## config.mk

```make
export PLATFORM = sky130hd
export DESIGN_NAME = dpz_top
export DESIGN_NICKNAME = d
export VERILOG_FILES = /design/src/dpz_pkg.sv /design/src/dpz_cal_if.sv /design/src/dpz_cal_engine.sv /design/src/dpz_top.sv
export SDC_FILE = /design/constraint.sdc
export NUM_CORES = 1
export LEC_CHECK = 0
export BUFFER_PORTS_ARGS = -buffer_cell sky130_fd_sc_hd__buf_2
export CORE_MARGIN = 1
export CORE_UTILIZATION = 40
export CTS_CLUSTER_DIAMETER = 80
export DETAILED_ROUTE_END_ITERATION = 7
export GPL_TIMING_DRIVEN = 0
export PLACE_DENSITY = 0.54
export SLEW_MARGIN = 0
export SYNTH_ARGS = -nofsm -noshare
export SYNTH_HDL_FRONTEND = slang
export SYNTH_HIERARCHICAL = 1
export SYNTH_SLANG_ARGS = --single-unit
```

## constraint.sdc

```tcl
create_clock -name clock -period 3.69 [get_ports clock]
set_clock_uncertainty 0.05 [all_clocks]
set_input_delay 0.5535 -clock clock [delete_from_list [all_inputs] [get_ports clock]]
set_output_delay 0.5535 -clock clock [all_outputs]
set_load 0.05 [all_outputs]
```

## src/dpz_pkg.sv

```systemverilog
// Purpose: Shared constants for the power-down and impedance calibration block
// Assumes: One device clock; command pins sampled on its rising edge
// Notes: Window lengths are counted in device clock cycles (nCK)
package dpz_pkg;

  // Device clock figures
  localparam int unsigned CLK_MHZ = 125;
  localparam int unsigned CLK_PERIOD_PS = 1000000 / CLK_MHZ;

  // Calibration windows in nCK; one nCK is one cycle of clock
  localparam int unsigned ZQINIT_NCK = 512;
  localparam int unsigned ZQOPER_NCK = 256;
  localparam int unsigned ZQCS_NCK = 64;
  localparam int unsigned ZQCS_CORR_NCK = 64;
  localparam int unsigned ZQINIT_CYC = ZQINIT_NCK;
  localparam int unsigned ZQOPER_CYC = ZQOPER_NCK;
  localparam int unsigned ZQCS_CYC = ZQCS_NCK;
  localparam int unsigned WIN_W = 10;

  // Calibration engine shape
  localparam int unsigned CODE_W = 6;
  localparam logic [CODE_W-1:0] CODE_RST = 6'h20;
  localparam int unsigned SETTLE_NCK = 4;
  localparam int unsigned SETTLE_W = 3;

  // Bank count
  localparam int unsigned BANKS = 8;
  localparam int unsigned BA_W = 3;

  // Decoded command from the command pins
  typedef enum logic [3:0] {
    DPZ_CMD_DES = 4'h0,
    DPZ_CMD_NOP = 4'h1,
    DPZ_CMD_ACT = 4'h2,
    DPZ_CMD_PRE = 4'h3,
    DPZ_CMD_REF = 4'h4,
    DPZ_CMD_ZQ = 4'h5,
    DPZ_CMD_OTHER = 4'h6
  } dpz_cmd_t;

endpackage

```

## src/dpz_cal_if.sv

```systemverilog
// Purpose: Link between the command tracker and the calibration engine
// Assumes: Both ends run on the same clock
// Notes: start is a one-cycle pulse; done is a one-cycle pulse
`timescale 1ns/1ps
`default_nettype none
interface dpz_cal_if;
  import dpz_pkg::*;
  logic start;
  logic long_mode;
  logic cmp_high;
  logic busy;
  logic done;
  logic cur_en;
  logic [CODE_W-1:0] code;

  modport eng(input start, input long_mode, input cmp_high, output busy, output done, output cur_en, output code);
  modport ctl(output start, output long_mode, output cmp_high, input busy, input done, input cur_en, input code);
endinterface
`default_nettype wire

```

## src/dpz_cal_engine.sv

```systemverilog
// Purpose: Impedance calibration engine against the reference resistor comparator
// Assumes: cmp_high is high when the trial code drives too strong
// Notes: Long run is a full binary search, short run is one code step
`timescale 1ns/1ps
`default_nettype none
module dpz_cal_engine #(
  parameter int unsigned SETTLE = dpz_pkg::SETTLE_NCK
) (
  input wire logic clock,
  input wire logic arst_n,
  dpz_cal_if.eng cal
);
  import dpz_pkg::*;

  typedef enum logic [3:0] {
    ENG_IDLE = 4'b0001,
    ENG_SAR = 4'b0010,
    ENG_TRIM = 4'b0100,
    ENG_DONE = 4'b1000
  } dpz_eng_t;

  dpz_eng_t state_ff;
  logic [CODE_W-1:0] code_ff;
  logic [CODE_W-1:0] mask_ff;
  logic [SETTLE_W-1:0] settle_ff;
  logic settled;

  assign settled = (settle_ff == '0);

  // Sequencer, settle count and trial code
  always_ff @(posedge clock or negedge arst_n) begin
    if (!arst_n) begin
      state_ff <= ENG_IDLE;
      code_ff <= CODE_RST;
      mask_ff <= '0;
      settle_ff <= '0;
    end else begin
      case (state_ff)
        ENG_IDLE: begin
          if (cal.start) begin
            settle_ff <= SETTLE_W'(SETTLE - 1);
            if (cal.long_mode) begin
              code_ff <= CODE_RST; // Midscale first trial
              mask_ff <= CODE_RST;
              state_ff <= ENG_SAR; // RL9
            end else begin
              state_ff <= ENG_TRIM; // RL11
            end
          end
        end
        ENG_SAR: begin
          if (!settled) begin
            settle_ff <= settle_ff - 1'b1;
          end else begin
            settle_ff <= SETTLE_W'(SETTLE - 1);
            mask_ff <= mask_ff >> 1;
            if (cal.cmp_high) begin
              code_ff <= (code_ff & ~mask_ff) | (mask_ff >> 1);
            end else begin
              code_ff <= code_ff | (mask_ff >> 1);
            end
            if (mask_ff[0]) begin
              state_ff <= ENG_DONE;
            end
          end
        end
        ENG_TRIM: begin
          // One code step is at least the minimum correction, well inside 64 nCK
          if (!settled) begin
            settle_ff <= settle_ff - 1'b1;
          end else begin
            if (cal.cmp_high && code_ff != '0) begin
              code_ff <= code_ff - 1'b1; // RL12
            end else if (!cal.cmp_high && code_ff != '1) begin
              code_ff <= code_ff + 1'b1; // RL12
            end
            state_ff <= ENG_DONE;
          end
        end
        ENG_DONE: begin
          state_ff <= ENG_IDLE;
        end
        default: begin
          state_ff <= ENG_IDLE;
        end
      endcase
    end
  end

  // Status toward the tracker
  assign cal.busy = (state_ff != ENG_IDLE);
  assign cal.done = (state_ff == ENG_DONE);
  assign cal.cur_en = (state_ff == ENG_SAR) || (state_ff == ENG_TRIM); // RL14
  assign cal.code = code_ff;
endmodule
`default_nettype wire

```

## src/dpz_top.sv

```systemverilog
// Purpose: Device-side power-down and impedance calibration command tracking
// Assumes: Command pins and cke are synchronous to clock and sampled on its rising edge
// Notes: Checks on controller behaviour raise ctl_violation but never alter device state
`timescale 1ns/1ps
`default_nettype none
// Function
// [RL1] Enter power-down on cke low with NOP/DES; exit on cke high with NOP/DES.
// [RL2] Controller waits exit latency, and DLL-locked latency after slow exit.
// [RL3] Controller holds cke low at least tPD before exit.
// [RL4] Refresh between exit and re-entry waits exit latency first.
// [RL5] Re-entry after that refresh waits DLL latency counted from exit.
// [RL6] After early entry following refresh, only NOP/DES until refresh cycle time passes.
// [RL7] Active power-down may follow ACT, NOP, DES or PRE leaving a bank open.
// [RL8] Long calibration serves initial calibration and may be repeated any time.
// [RL9] Long calibration runs the engine then transfers values to the IO.
// [RL10] First long calibration after reset gets init window, later ones the oper window.
// [RL11] Short calibration does a periodic drift update within its shorter window.
// [RL12] Each short calibration corrects a minimum step within 64 clocks.
// [RL13] Controller keeps the channel quiet during any calibration window.
// [RL14] Calibration current path is switched off once calibration completes.
// [RL15] Controller precharges all banks and meets tRP before calibration.
// [RL16] Calibration after self-refresh exit waits at least tXS.
// [RL17] No IO recalibration on self-refresh exit without an explicit command.
// [RL18] Devices sharing the reference resistor never overlap calibration windows.
// [RL19] Controller keeps cke high throughout any calibration window.
// [RL20] Termination is off during calibration.
// [RL21] All data bus drivers are high impedance during calibration.
// [RL22] Controller keeps per-window counters and blocks conflicting commands.
module dpz_top #(
  parameter int unsigned ZQINIT_CYCLES = dpz_pkg::ZQINIT_CYC,
  parameter int unsigned ZQOPER_CYCLES = dpz_pkg::ZQOPER_CYC,
  parameter int unsigned ZQCS_CYCLES = dpz_pkg::ZQCS_CYC,
  parameter int unsigned SETTLE = dpz_pkg::SETTLE_NCK
) (
  input wire logic clock,
  input wire logic arst_n,
  input wire logic cke,
  input wire logic cs_n,
  input wire logic ras_n,
  input wire logic cas_n,
  input wire logic we_n,
  input wire logic a10,
  input wire logic [dpz_pkg::BA_W-1:0] ba,
  input wire logic zq_cmp_high,
  output logic in_powerdown,
  output logic active_powerdown,
  output logic in_self_refresh,
  output logic zq_busy,
  output logic zq_current_en,
  output logic init_cal_done,
  output logic [dpz_pkg::CODE_W-1:0] io_imp_code,
  output logic io_update,
  output logic ctl_violation
);
  import dpz_pkg::*;

  typedef enum logic [3:0] {
    DEV_AWAKE = 4'b0001,
    DEV_PD = 4'b0010,
    DEV_SR = 4'b0100,
    DEV_ZQ = 4'b1000
  } dpz_dev_t;

  dpz_cal_if cal ();

  dpz_dev_t state_ff;
  logic cke_prev_ff;
  logic [BANKS-1:0] bank_open_ff;
  logic first_long_done_ff;
  logic init_run_ff;
  logic [WIN_W-1:0] win_cnt_ff;
  logic [CODE_W-1:0] io_code_ff;
  logic io_update_ff;
  logic active_pd_ff;
  logic viol_ff;
  logic nxt_viol;
  logic start_zq;
  logic nop_like;
  dpz_cmd_t cmd;

  // Command decode from the sampled pins
  always_comb begin
    if (cs_n) begin
      cmd = DPZ_CMD_DES;
    end else begin
      case ({ras_n, cas_n, we_n})
        3'h7: cmd = DPZ_CMD_NOP;
        3'h3: cmd = DPZ_CMD_ACT;
        3'h2: cmd = DPZ_CMD_PRE;
        3'h1: cmd = DPZ_CMD_REF;
        3'h6: cmd = DPZ_CMD_ZQ;
        default: cmd = DPZ_CMD_OTHER;
      endcase
    end
  end

  assign nop_like = (cmd == DPZ_CMD_NOP) || (cmd == DPZ_CMD_DES);
  // Calibration accepted only while awake with cke held high
  assign start_zq = (state_ff == DEV_AWAKE) && cke_prev_ff && cke && (cmd == DPZ_CMD_ZQ); // RL8

  // Previous cke sample, for entry edge detection and the calibration start check
  always_ff @(posedge clock or negedge arst_n) begin
    if (!arst_n) begin
      cke_prev_ff <= 1'b0;
    end else begin
      cke_prev_ff <= cke;
    end
  end

  // Open-bank tracking, one flop per bank
  genvar gb;
  generate
    for (gb = 0; gb < BANKS; gb++) begin : g_bank
      always_ff @(posedge clock or negedge arst_n) begin
        if (!arst_n) begin
          bank_open_ff[gb] <= 1'b0;
        end else if (state_ff == DEV_AWAKE && cke) begin
          if (cmd == DPZ_CMD_ACT && ba == BA_W'(gb)) begin
            bank_open_ff[gb] <= 1'b1;
          end else if (cmd == DPZ_CMD_PRE && (a10 || ba == BA_W'(gb))) begin
            bank_open_ff[gb] <= 1'b0;
          end
        end
      end
    end
  endgenerate

  // Device operating state
  always_ff @(posedge clock or negedge arst_n) begin
    if (!arst_n) begin
      state_ff <= DEV_AWAKE;
      active_pd_ff <= 1'b0;
    end else begin
      case (state_ff)
        DEV_AWAKE: begin
          if (cke_prev_ff && !cke && nop_like) begin
            state_ff <= DEV_PD; // RL1
            // Active mode if any bank is open in the registered state at the entry edge
            active_pd_ff <= |bank_open_ff; // RL7
          end else if (cke_prev_ff && !cke && cmd == DPZ_CMD_REF) begin
            state_ff <= DEV_SR;
          end else if (start_zq) begin
            state_ff <= DEV_ZQ;
          end
        end
        DEV_PD: begin
          // Receivers are off; only cke high with NOP/DES ends it
          if (cke && nop_like) begin
            state_ff <= DEV_AWAKE; // RL1
            active_pd_ff <= 1'b0;
          end
        end
        DEV_SR: begin
          // Exit only wakes; calibration waits for an explicit command
          if (cke && nop_like) begin
            state_ff <= DEV_AWAKE; // RL17
          end
        end
        DEV_ZQ: begin
          if (win_cnt_ff == '0) begin
            state_ff <= DEV_AWAKE;
          end
        end
        default: begin
          state_ff <= DEV_AWAKE;
        end
      endcase
    end
  end

  // Calibration window length and first-long tracking
  always_ff @(posedge clock or negedge arst_n) begin
    if (!arst_n) begin
      win_cnt_ff <= '0;
      first_long_done_ff <= 1'b0;
    end else if (start_zq) begin
      if (!a10) begin
        win_cnt_ff <= WIN_W'(ZQCS_CYCLES - 1); // RL11
      end else if (!first_long_done_ff) begin
        win_cnt_ff <= WIN_W'(ZQINIT_CYCLES - 1); // RL10
        first_long_done_ff <= 1'b1;
      end else begin
        win_cnt_ff <= WIN_W'(ZQOPER_CYCLES - 1); // RL10
      end
    end else if (state_ff == DEV_ZQ && win_cnt_ff != '0) begin
      win_cnt_ff <= win_cnt_ff - 1'b1;
    end
  end

  // First long window in progress; a10 is don't care inside it, so it is latched here
  always_ff @(posedge clock or negedge arst_n) begin
    if (!arst_n) begin
      init_run_ff <= 1'b0;
    end else if (start_zq && a10 && !first_long_done_ff) begin
      init_run_ff <= 1'b1; // RL10
    end else if (state_ff == DEV_ZQ && win_cnt_ff == '0) begin
      init_run_ff <= 1'b0;
    end
  end

  // Engine hookup
  assign cal.start = start_zq;
  assign cal.long_mode = a10;
  assign cal.cmp_high = zq_cmp_high;

  dpz_cal_engine #(
    .SETTLE(SETTLE)
  ) u_engine (
    .clock(clock),
    .arst_n(arst_n),
    .cal(cal)
  );

  // Transfer of the finished code into the IO driver and termination legs
  always_ff @(posedge clock or negedge arst_n) begin
    if (!arst_n) begin
      io_code_ff <= CODE_RST;
      io_update_ff <= 1'b0;
    end else begin
      io_update_ff <= cal.done;
      if (cal.done) begin
        io_code_ff <= cal.code; // RL9
      end
    end
  end

  // Controller misbehaviour seen at the pins
  always_comb begin
    nxt_viol = 1'b0;
    if (state_ff == DEV_ZQ && (!cke || !nop_like)) begin
      nxt_viol = 1'b1; // RL13 RL19
    end
    if (start_zq && (|bank_open_ff)) begin
      nxt_viol = 1'b1; // RL15
    end
  end

  always_ff @(posedge clock or negedge arst_n) begin
    if (!arst_n) begin
      viol_ff <= 1'b0;
    end else begin
      viol_ff <= nxt_viol;
    end
  end

  // Outputs
  assign in_powerdown = (state_ff == DEV_PD);
  assign active_powerdown = active_pd_ff;
  assign in_self_refresh = (state_ff == DEV_SR);
  assign zq_busy = (state_ff == DEV_ZQ);
  assign zq_current_en = cal.cur_en; // RL14
  assign init_cal_done = first_long_done_ff && !init_run_ff; // RL10
  assign io_imp_code = io_code_ff;
  assign io_update = io_update_ff;
  assign ctl_violation = viol_ff;
endmodule
`default_nettype wire

```

==> flow_metrics.tcl, run 1 <==
set metrics [dict create \
    synth_largest_type_area_fraction_pct 40.5 \
    path_depth_of_the_worst_reg2reg_path 9 \
    largest_net_degree_at_the_start_of_global_routing 54 \
    crit_required_ps 3820 \
    post-route-util_pct 46.8 \
    globalRouteOverflowTotal 0 \
    detailed_place_hpwl_mm 4.60 \
    clkSinkCount 53 \
    cts_resized 0 \
    tightest_slew_ps 1020 \
    critical_path.reg2reg.startpoint "state_ff[0]$_DFFE_PN1P_" \
    hold_buffers 0 \
    postSynthRegisterBits 53 \
    critPathArrivalTime_ps 3460 \
    synth_enable_flop_cells 0 \
    met1Wirelength_mm 3.33 \
    drtIter0Drc 113 \
    cts_made_buffers 5 \
    whs_ps 207 \
    avgViaCountPerCell 5.58 \
    clock_tree_from_tritoncts "built" \
    synthAdderAreaFrac_pct 3.55 \
    post_synth_and_or_nand_nor_area_fraction_pct 23.8 \
    vdd.ir_drop.worst_v 0.000184 \
    crit_path_max_fanout 14 \
    netlist_area_um2 3030 \
    layout_area_growth_over_synthesis_pct 12.6 \
    main_combinational_cell_family_by_area_after_synthesis "simple AND/OR/NAND/NOR gates" \
    outcome "completed" \
    setup_viol 0 \
    grt.total_usage_pct 17.9 \
    max_freq_mhz 300 \
    yosys.area_share.xor_xnor_pct 1.45 \
    die_area_um2 7920 \
    number_of_warnings_issued_by_yosys 6 \
    gp_congestion 0.782 \
    critical_path.reg2reg.endpoint "u_engine/cal.code[0]$_DFFE_PN0P_" \
    synth_async_sr_flop_share_pct 100 \
    timing.setup.tns_ps 0 \
    clk_transition_reported_paths_ps 100 \
    antennaDiodeCount 0 \
    ant_nets 0 \
    max_slew_margin_pct 31.1 \
    dr_wl_met2_mm 2.90 \
    rsz0062_at_grt "no" \
    post-route-drc-count 0 \
    synthesis.nets 327 \
    io_pins 26 \
    cts_setup_buffers 0 \
    timing_worst_setup_path_type "register to register" \
    vias_in_the_first_global_route 2352 \
    synthFlopType "sky130_fd_sc_hd__dfrtp_1" \
    htree_num_levels 2 \
    port_buffers 24 \
    final_hold_viol_count 0 \
    num_rows 31 \
    slew_violations 0 \
    final_net_count 359 \
    ctsRootBufferMaster "sky130_fd_sc_hd__clkbuf_8" \
    r2r_setup_slack_ps 360 \
    post_synth_inst_count 307 \
    static-leakage-power_nw 1.54 \
    startpoint_type "register" \
    totalWireLength_mm 6.45 \
    fp.coreArea_um2 7290 \
    grt_first_pass_wirelength_mm 11.0 \
    finalCritPeriodShare_pct 90.3 \
    routed.top_layer "met4" \
    start_util_pct 41.5 \
    ctsLongestPathBuffers 2 \
    final_period_minus_worst_setup_slack_ps 3330 \
    antenna_found_initial 0 \
    via_total_after_detailed_routing 2449 \
    detailedRoute.firstPassIterationCount 4 \
    die_h_um 89.0 \
    synth_top_cells_by_area "sky130_fd_sc_hd__dfrtp_1 (40%), sky130_fd_sc_hd__nand2_1 (4.2%), sky130_fd_sc_hd__dfstp_2 (3.5%), sky130_fd_sc_hd__o21ai_0 (3.1%), sky130_fd_sc_hd__ha_1 (2.9%)" \
    cellPowerDensity_nw_per_um2 394 \
    synth_cell_types 68 \
    end_kind "register" \
    place_ws_ps 411 \
    post_synthesis_compound_gate_area_fraction_pct 20.5 \
    chipWidth_um 89.0 \
    yosys-mux-area-fraction_pct 3.22 \
    total_power_mw 1.34 \
    routed_wire_length_per_instance_um 14.7 \
    clkLatencyLatePin_ps 300 \
    cap_viol_max_count 0 \
    mean_instance_size_in_the_synthesized_netlist_um2 9.87 \
    synth_largest_area_cell "sky130_fd_sc_hd__dfrtp_1" \
    hold_path.class "primary input to async pin" \
    synth_seq_area_share_pct 43.9 \
    layout-drive-gt1-share_pct 22.1 \
    met3_wire_len_um 176 \
    fin_ws_ps 360 \
]
-- power breakdown --
part	leakage (nW)	total, mW	internal (mW)	switching [mW]
registers	0.644	0.705	0.642	0.0634
clock network	0.0585	0.412	0.222	0.190
logic	0.837	0.227	0.0997	0.128
-- sequential cells by signal (all words and copies together), names as in the netlist --
name and cells:
active_powerdown 1, bank_open_ff 8, cke_prev_ff 1, ctl_violation 1, first_long_done_ff 1, init_run_ff 1, io_imp_code 6, io_update 1
state_ff 4, u_engine/cal.code 6, u_engine/mask_ff 6, u_engine/settle_ff 3, u_engine/state_ff 4, win_cnt_ff 10
-- through the flow --
step,cell area [um2],std cells
finish,3410,439
global placement,3270,430
floorplan,3030,307
detailed placement,3270,430
CTS,3390,438
global route,3410,439
-- routing by layer --
metal | vias up | track usage (%)
li1 | 1204 | -
met1 | 1206 | 25.1
met2 | 33 | 28.6
met3 | 6 | 3.42
met4 | 0 | 4.76
met5 | - | 0
-- synthesized netlist by cell type, types with 4 or more instances --
| cell | n |
|---|---|
| sky130_fd_sc_hd__nand3b_1 | 4 |
| sky130_fd_sc_hd__ha_1 | 7 |
| sky130_fd_sc_hd__a21oi_1 | 13 |
| sky130_fd_sc_hd__nor2b_1 | 5 |
| sky130_fd_sc_hd__nand2b_1 | 6 |
| sky130_fd_sc_hd__o21ba_2 | 4 |
| sky130_fd_sc_hd__inv_1 | 10 |
| sky130_fd_sc_hd__nand2_1 | 34 |
| sky130_fd_sc_hd__buf_2 | 4 |
| sky130_fd_sc_hd__a31oi_1 | 11 |
| sky130_fd_sc_hd__o41ai_1 | 5 |
| sky130_fd_sc_hd__nor4b_1 | 4 |
| sky130_fd_sc_hd__dfrtp_1 | 49 |
| sky130_fd_sc_hd__nor2_1 | 14 |
| sky130_fd_sc_hd__dfstp_2 | 4 |
| sky130_fd_sc_hd__or4_1 | 4 |
| sky130_fd_sc_hd__o2bb2ai_1 | 4 |
| sky130_fd_sc_hd__o21ai_0 | 19 |
| sky130_fd_sc_hd__nor3_1 | 6 |
| sky130_fd_sc_hd__nand3_1 | 12 |
| sky130_fd_sc_hd__a21o_1 | 7 |
| sky130_fd_sc_hd__mux2_2 | 6 |
-- worst max-delay path, cell delays in order, from the launching register on --
cell                      delay (ps)
sky130_fd_sc_hd__dfstp_2         570
sky130_fd_sc_hd__nor4b_1         830
sky130_fd_sc_hd__nand4_1         430
sky130_fd_sc_hd__inv_2           190
sky130_fd_sc_hd__buf_6           180
sky130_fd_sc_hd__and4b_1         200
sky130_fd_sc_hd__a31oi_1          70
sky130_fd_sc_hd__o31ai_4         370
sky130_fd_sc_hd__and2_4          240
sky130_fd_sc_hd__a31oi_2          80
-- cell usage in the layout, fill, tap and decap left out, types with 7 or more instances in the layout --
| master | netlist | layout |
|---|---|---|
| sky130_fd_sc_hd__a31oi_1 | 11 | 11 |
| sky130_fd_sc_hd__inv_1 | 10 | 10 |
| sky130_fd_sc_hd__dfrtp_1 | 49 | 49 |
| sky130_fd_sc_hd__a21oi_1 | 13 | 13 |
| sky130_fd_sc_hd__buf_2 | 4 | 28 |
| sky130_fd_sc_hd__ha_1 | 7 | 7 |
| sky130_fd_sc_hd__nand2_1 | 34 | 34 |
| sky130_fd_sc_hd__nand3_1 | 12 | 12 |
| sky130_fd_sc_hd__o21ai_0 | 19 | 19 |
| sky130_fd_sc_hd__nor2_1 | 14 | 14 |
| sky130_fd_sc_hd__a21o_1 | 7 | 7 |
-- cell families (layout without fill, tap and decap cells) --
family	after synthesis	in the layout
compound gates	89	89
fa+ha+maj	8	8
flops	53	53
xor+xnor	5	5
mux	9	9
simple gates	120	120
buf+inv	23	56
-- worst max-delay path by stage --
stage                                  from                                to  slack, ps
CTS                 state_ff[0]$_DFFE_PN1P_  u_engine/cal.code[0]$_DFFE_PN0P_        390
finish              state_ff[0]$_DFFE_PN1P_  u_engine/cal.code[0]$_DFFE_PN0P_        360
global route        state_ff[0]$_DFFE_PN1P_  u_engine/cal.code[0]$_DFFE_PN0P_        150
global placement    state_ff[0]$_DFFE_PN1P_  u_engine/cal.code[0]$_DFFE_PN0P_        430
floorplan           state_ff[3]$_DFFE_PN0P_      active_powerdown$_DFFE_PN0P_        690
detailed placement  state_ff[0]$_DFFE_PN1P_  u_engine/cal.code[0]$_DFFE_PN0P_        410
-- area by class of cell --
cell class | instances | area, um2
plain buffers | 9 | 50.0
clock buffers | 7 | 86.3
clock inverters | 1 | 30.0
fillers | 758 | 3880
inverters | 14 | 57.6
multi-input cells | 231 | 1590
flip-flops and latches | 53 | 1330
well taps | 99 | 124
repair buffers | 25 | 140
(Power assumes the default switching activity.)
==> run 2: changes to the inputs <==
--- a/config.mk
+++ b/config.mk
@@ -11,7 +11,7 @@
 export CTS_CLUSTER_DIAMETER = 80
 export DETAILED_ROUTE_END_ITERATION = 7
 export GPL_TIMING_DRIVEN = 0
-export PLACE_DENSITY = 0.54
+export PLACE_DENSITY = 0.64
 export SLEW_MARGIN = 0
 export SYNTH_ARGS = -nofsm -noshare
 export SYNTH_HDL_FRONTEND = slang
==> flow_metrics.tcl, run 2 (synthesis gave the netlist of run 1 again) <==
set metrics [dict create \
    outcome "completed" \
    totalWireLength_mm 6.20 \
    detailed_place_hpwl_mm 4.52 \
    antenna_found_initial 0 \
    vdd.ir_drop.worst_v 0.000151 \
    ant_nets 0 \
    largest_registers "win_cnt_ff (10), bank_open_ff (8)" \
    ctsRootBufferMaster "sky130_fd_sc_hd__clkbuf_8" \
    gp_congestion 0.822 \
    place.detailed.instances 430 \
    via_total_after_detailed_routing 2448 \
    clkLatencyLatePin_ps 300 \
    slew_violations 0 \
    groute.layer.met2.usage_pct 27.6 \
    vias_in_the_first_global_route 2296 \
    grt.total_usage_pct 17.4 \
    io_pins 26 \
    die_area_um2 7920 \
    layout-drive-gt1-share_pct 21.5 \
    timing.setup.tns_ps 0 \
    finalCritPeriodShare_pct 88.0 \
    final_hold_viol_count 0 \
    cts_setup_buffers 0 \
    tightest_slew_ps 1160 \
    fp.coreArea_um2 7290 \
    max_freq_mhz 308 \
    htree_num_levels 2 \
    port_buffers 24 \
    rsz0062_at_grt "no" \
    critPathArrivalTime_ps 3370 \
    clkSinkCount 53 \
    layout.cell_area.non_filler_um2 3360 \
    grt_first_pass_wirelength_mm 10.8 \
    final_cell_mix "sky130_fd_sc_hd__dfrtp_1 (49), sky130_fd_sc_hd__nand2_1 (34), sky130_fd_sc_hd__buf_2 (28)" \
    layout_area_growth_over_synthesis_pct 10.8 \
    filler_cell_count 731 \
    timing_worst_setup_path_type "register to register" \
    cts_made_buffers 5 \
    crit_required_ps 3810 \
    avgViaCountPerCell 5.59 \
    dpl-instance-area_um2 3270 \
    final_net_count 358 \
    clock_tree_from_tritoncts "built" \
    hold_path.class "primary input to register" \
    p_sw_share_pct 29.9 \
    antennaDiodeCount 0 \
    largest_net_degree_at_the_start_of_global_routing 54 \
    grt_busiest_layer "met2" \
    ctsLongestPathBuffers 2 \
    hold_buffers 0 \
    groute.layer.met3.usage_pct 3.05 \
    post-route-drc-count 0 \
    globalRouteOverflowTotal 0 \
    startpoint_type "register" \
    final_common_cell "sky130_fd_sc_hd__dfrtp_1" \
    start_util_pct 41.5 \
    crit_path_max_fanout 14 \
    detailedRoute.firstPassIterationCount 4 \
    setup_viol 0 \
    clkPwrFrac_pct 25.3 \
    final_period_minus_worst_setup_slack_ps 3250 \
    whs_ps 390 \
    cell_internal_pwr_uw 873 \
    chipWidth_um 89.0 \
    power_frac_comb_pct 18.0 \
    die_h_um 89.0 \
    largest_register "win_cnt_ff" \
    max_slew_margin_pct 22.8 \
    cts_resized 0 \
    end_kind "register" \
    cellPowerDensity_nw_per_um2 371 \
    num_rows 31 \
    p_sw_uw 372 \
    largest_reg_flops 10 \
    static-leakage-power_nw 1.51 \
    grtUsageMet1_pct 24.7 \
    cap_viol_max_count 0 \
    clk_transition_reported_paths_ps 90 \
    routed_wire_length_per_instance_um 14.2 \
    drtIter0Drc 151 \
    post_layout_nonfiller_instances 438 \
    pwr-share-seq_pct 56.7 \
]
run 2: cell count changes in the layout (fill, tap and decap cells not counted):
cell / before / now
sky130_fd_sc_hd__clkinvlp_4: 0 / 1
sky130_fd_sc_hd__bufinv_16: 1 / 0
sky130_fd_sc_hd__buf_12: 1 / 0
sky130_fd_sc_hd__clkbuf_8: 6 / 5
sky130_fd_sc_hd__clkbuf_1: 4 / 5
run 2: layout make-up:
| cell class | instances | area [um2] | share of cell area [%] |
|---|---|---|---|
| buffer | 9 | 50.0 | 1.49 |
| clock buffer | 7 | 76.3 | 2.27 |
| clock inverter | 1 | 7.51 | 0.224 |
| timing repair buffer | 24 | 120 | 3.58 |
| tap | 99 | 124 | 3.69 |
| inverter | 14 | 57.6 | 1.71 |
| sequential | 53 | 1330 | 39.7 |
| multi-input combinational | 231 | 1590 | 47.4 |
run 2: path summary, 6_finish.rpt:
check / from / to / slack [ps] / depth (start not counted)
max reg2reg: state_ff[0]$_DFFE_PN1P_ / u_engine/cal.code[0]$_DFFE_PN0P_ / 440 / 9
min in group asynchronous: arst_n / win_cnt_ff[2]$_DFFE_PN0P_ / 420 / 1
min: cke / cke_prev_ff$_DFF_PN0_ / 390 / 1
max in group asynchronous: arst_n / u_engine/cal.code[4]$_DFFE_PN0P_ / 2460 / 1
max: state_ff[0]$_DFFE_PN1P_ / u_engine/cal.code[0]$_DFFE_PN0P_ / 440 / 9
min reg2reg: u_engine/settle_ff[0]$_DFFE_PN0P_ / u_engine/settle_ff[0]$_DFFE_PN0P_ / 430 / 1
run 2: worst max-delay path, stage by stage, from the launching register on:
cell	delay (ps)
sky130_fd_sc_hd__dfstp_2	560
sky130_fd_sc_hd__nor4b_1	730
sky130_fd_sc_hd__nand4_1	450
sky130_fd_sc_hd__inv_2	200
sky130_fd_sc_hd__buf_6	180
sky130_fd_sc_hd__and4b_1	200
sky130_fd_sc_hd__a31oi_1	60
sky130_fd_sc_hd__o31ai_4	360
sky130_fd_sc_hd__and2_4	240
sky130_fd_sc_hd__a31oi_2	80
run 2: power groups by stage:
stage | Sequential, mW | Combinational [mW] | Clock (mW)
2_1_floorplan | 0.716 | 0.151 | 0
3_3_place_gp | 0.715 | 0.220 | 0
3_5_place_dp | 0.715 | 0.226 | 0
4_1_cts | 0.705 | 0.226 | 0.328
5_1_grt | 0.719 | 0.255 | 0.352
6_report | 0.706 | 0.224 | 0.315
run 2: per-layer routing:
layer	up-vias	wire (um)
met3	4	218
li1	1211	-
met2	50	2900
met1	1183	3050
met4	0	31
met5	-	0
run 2: per-stage QoR:
step / total power [mW] / setup slack [ps] / util (%)
floorplan: 0.866 / 688 / -
global placement: 0.935 / 478 / 44.9
detailed placement: 0.941 / 454 / 44.9
CTS: 1.26 / 442 / 46.0
global route: 1.33 / 206 / 46.0
finish: 1.25 / 442 / 46.0
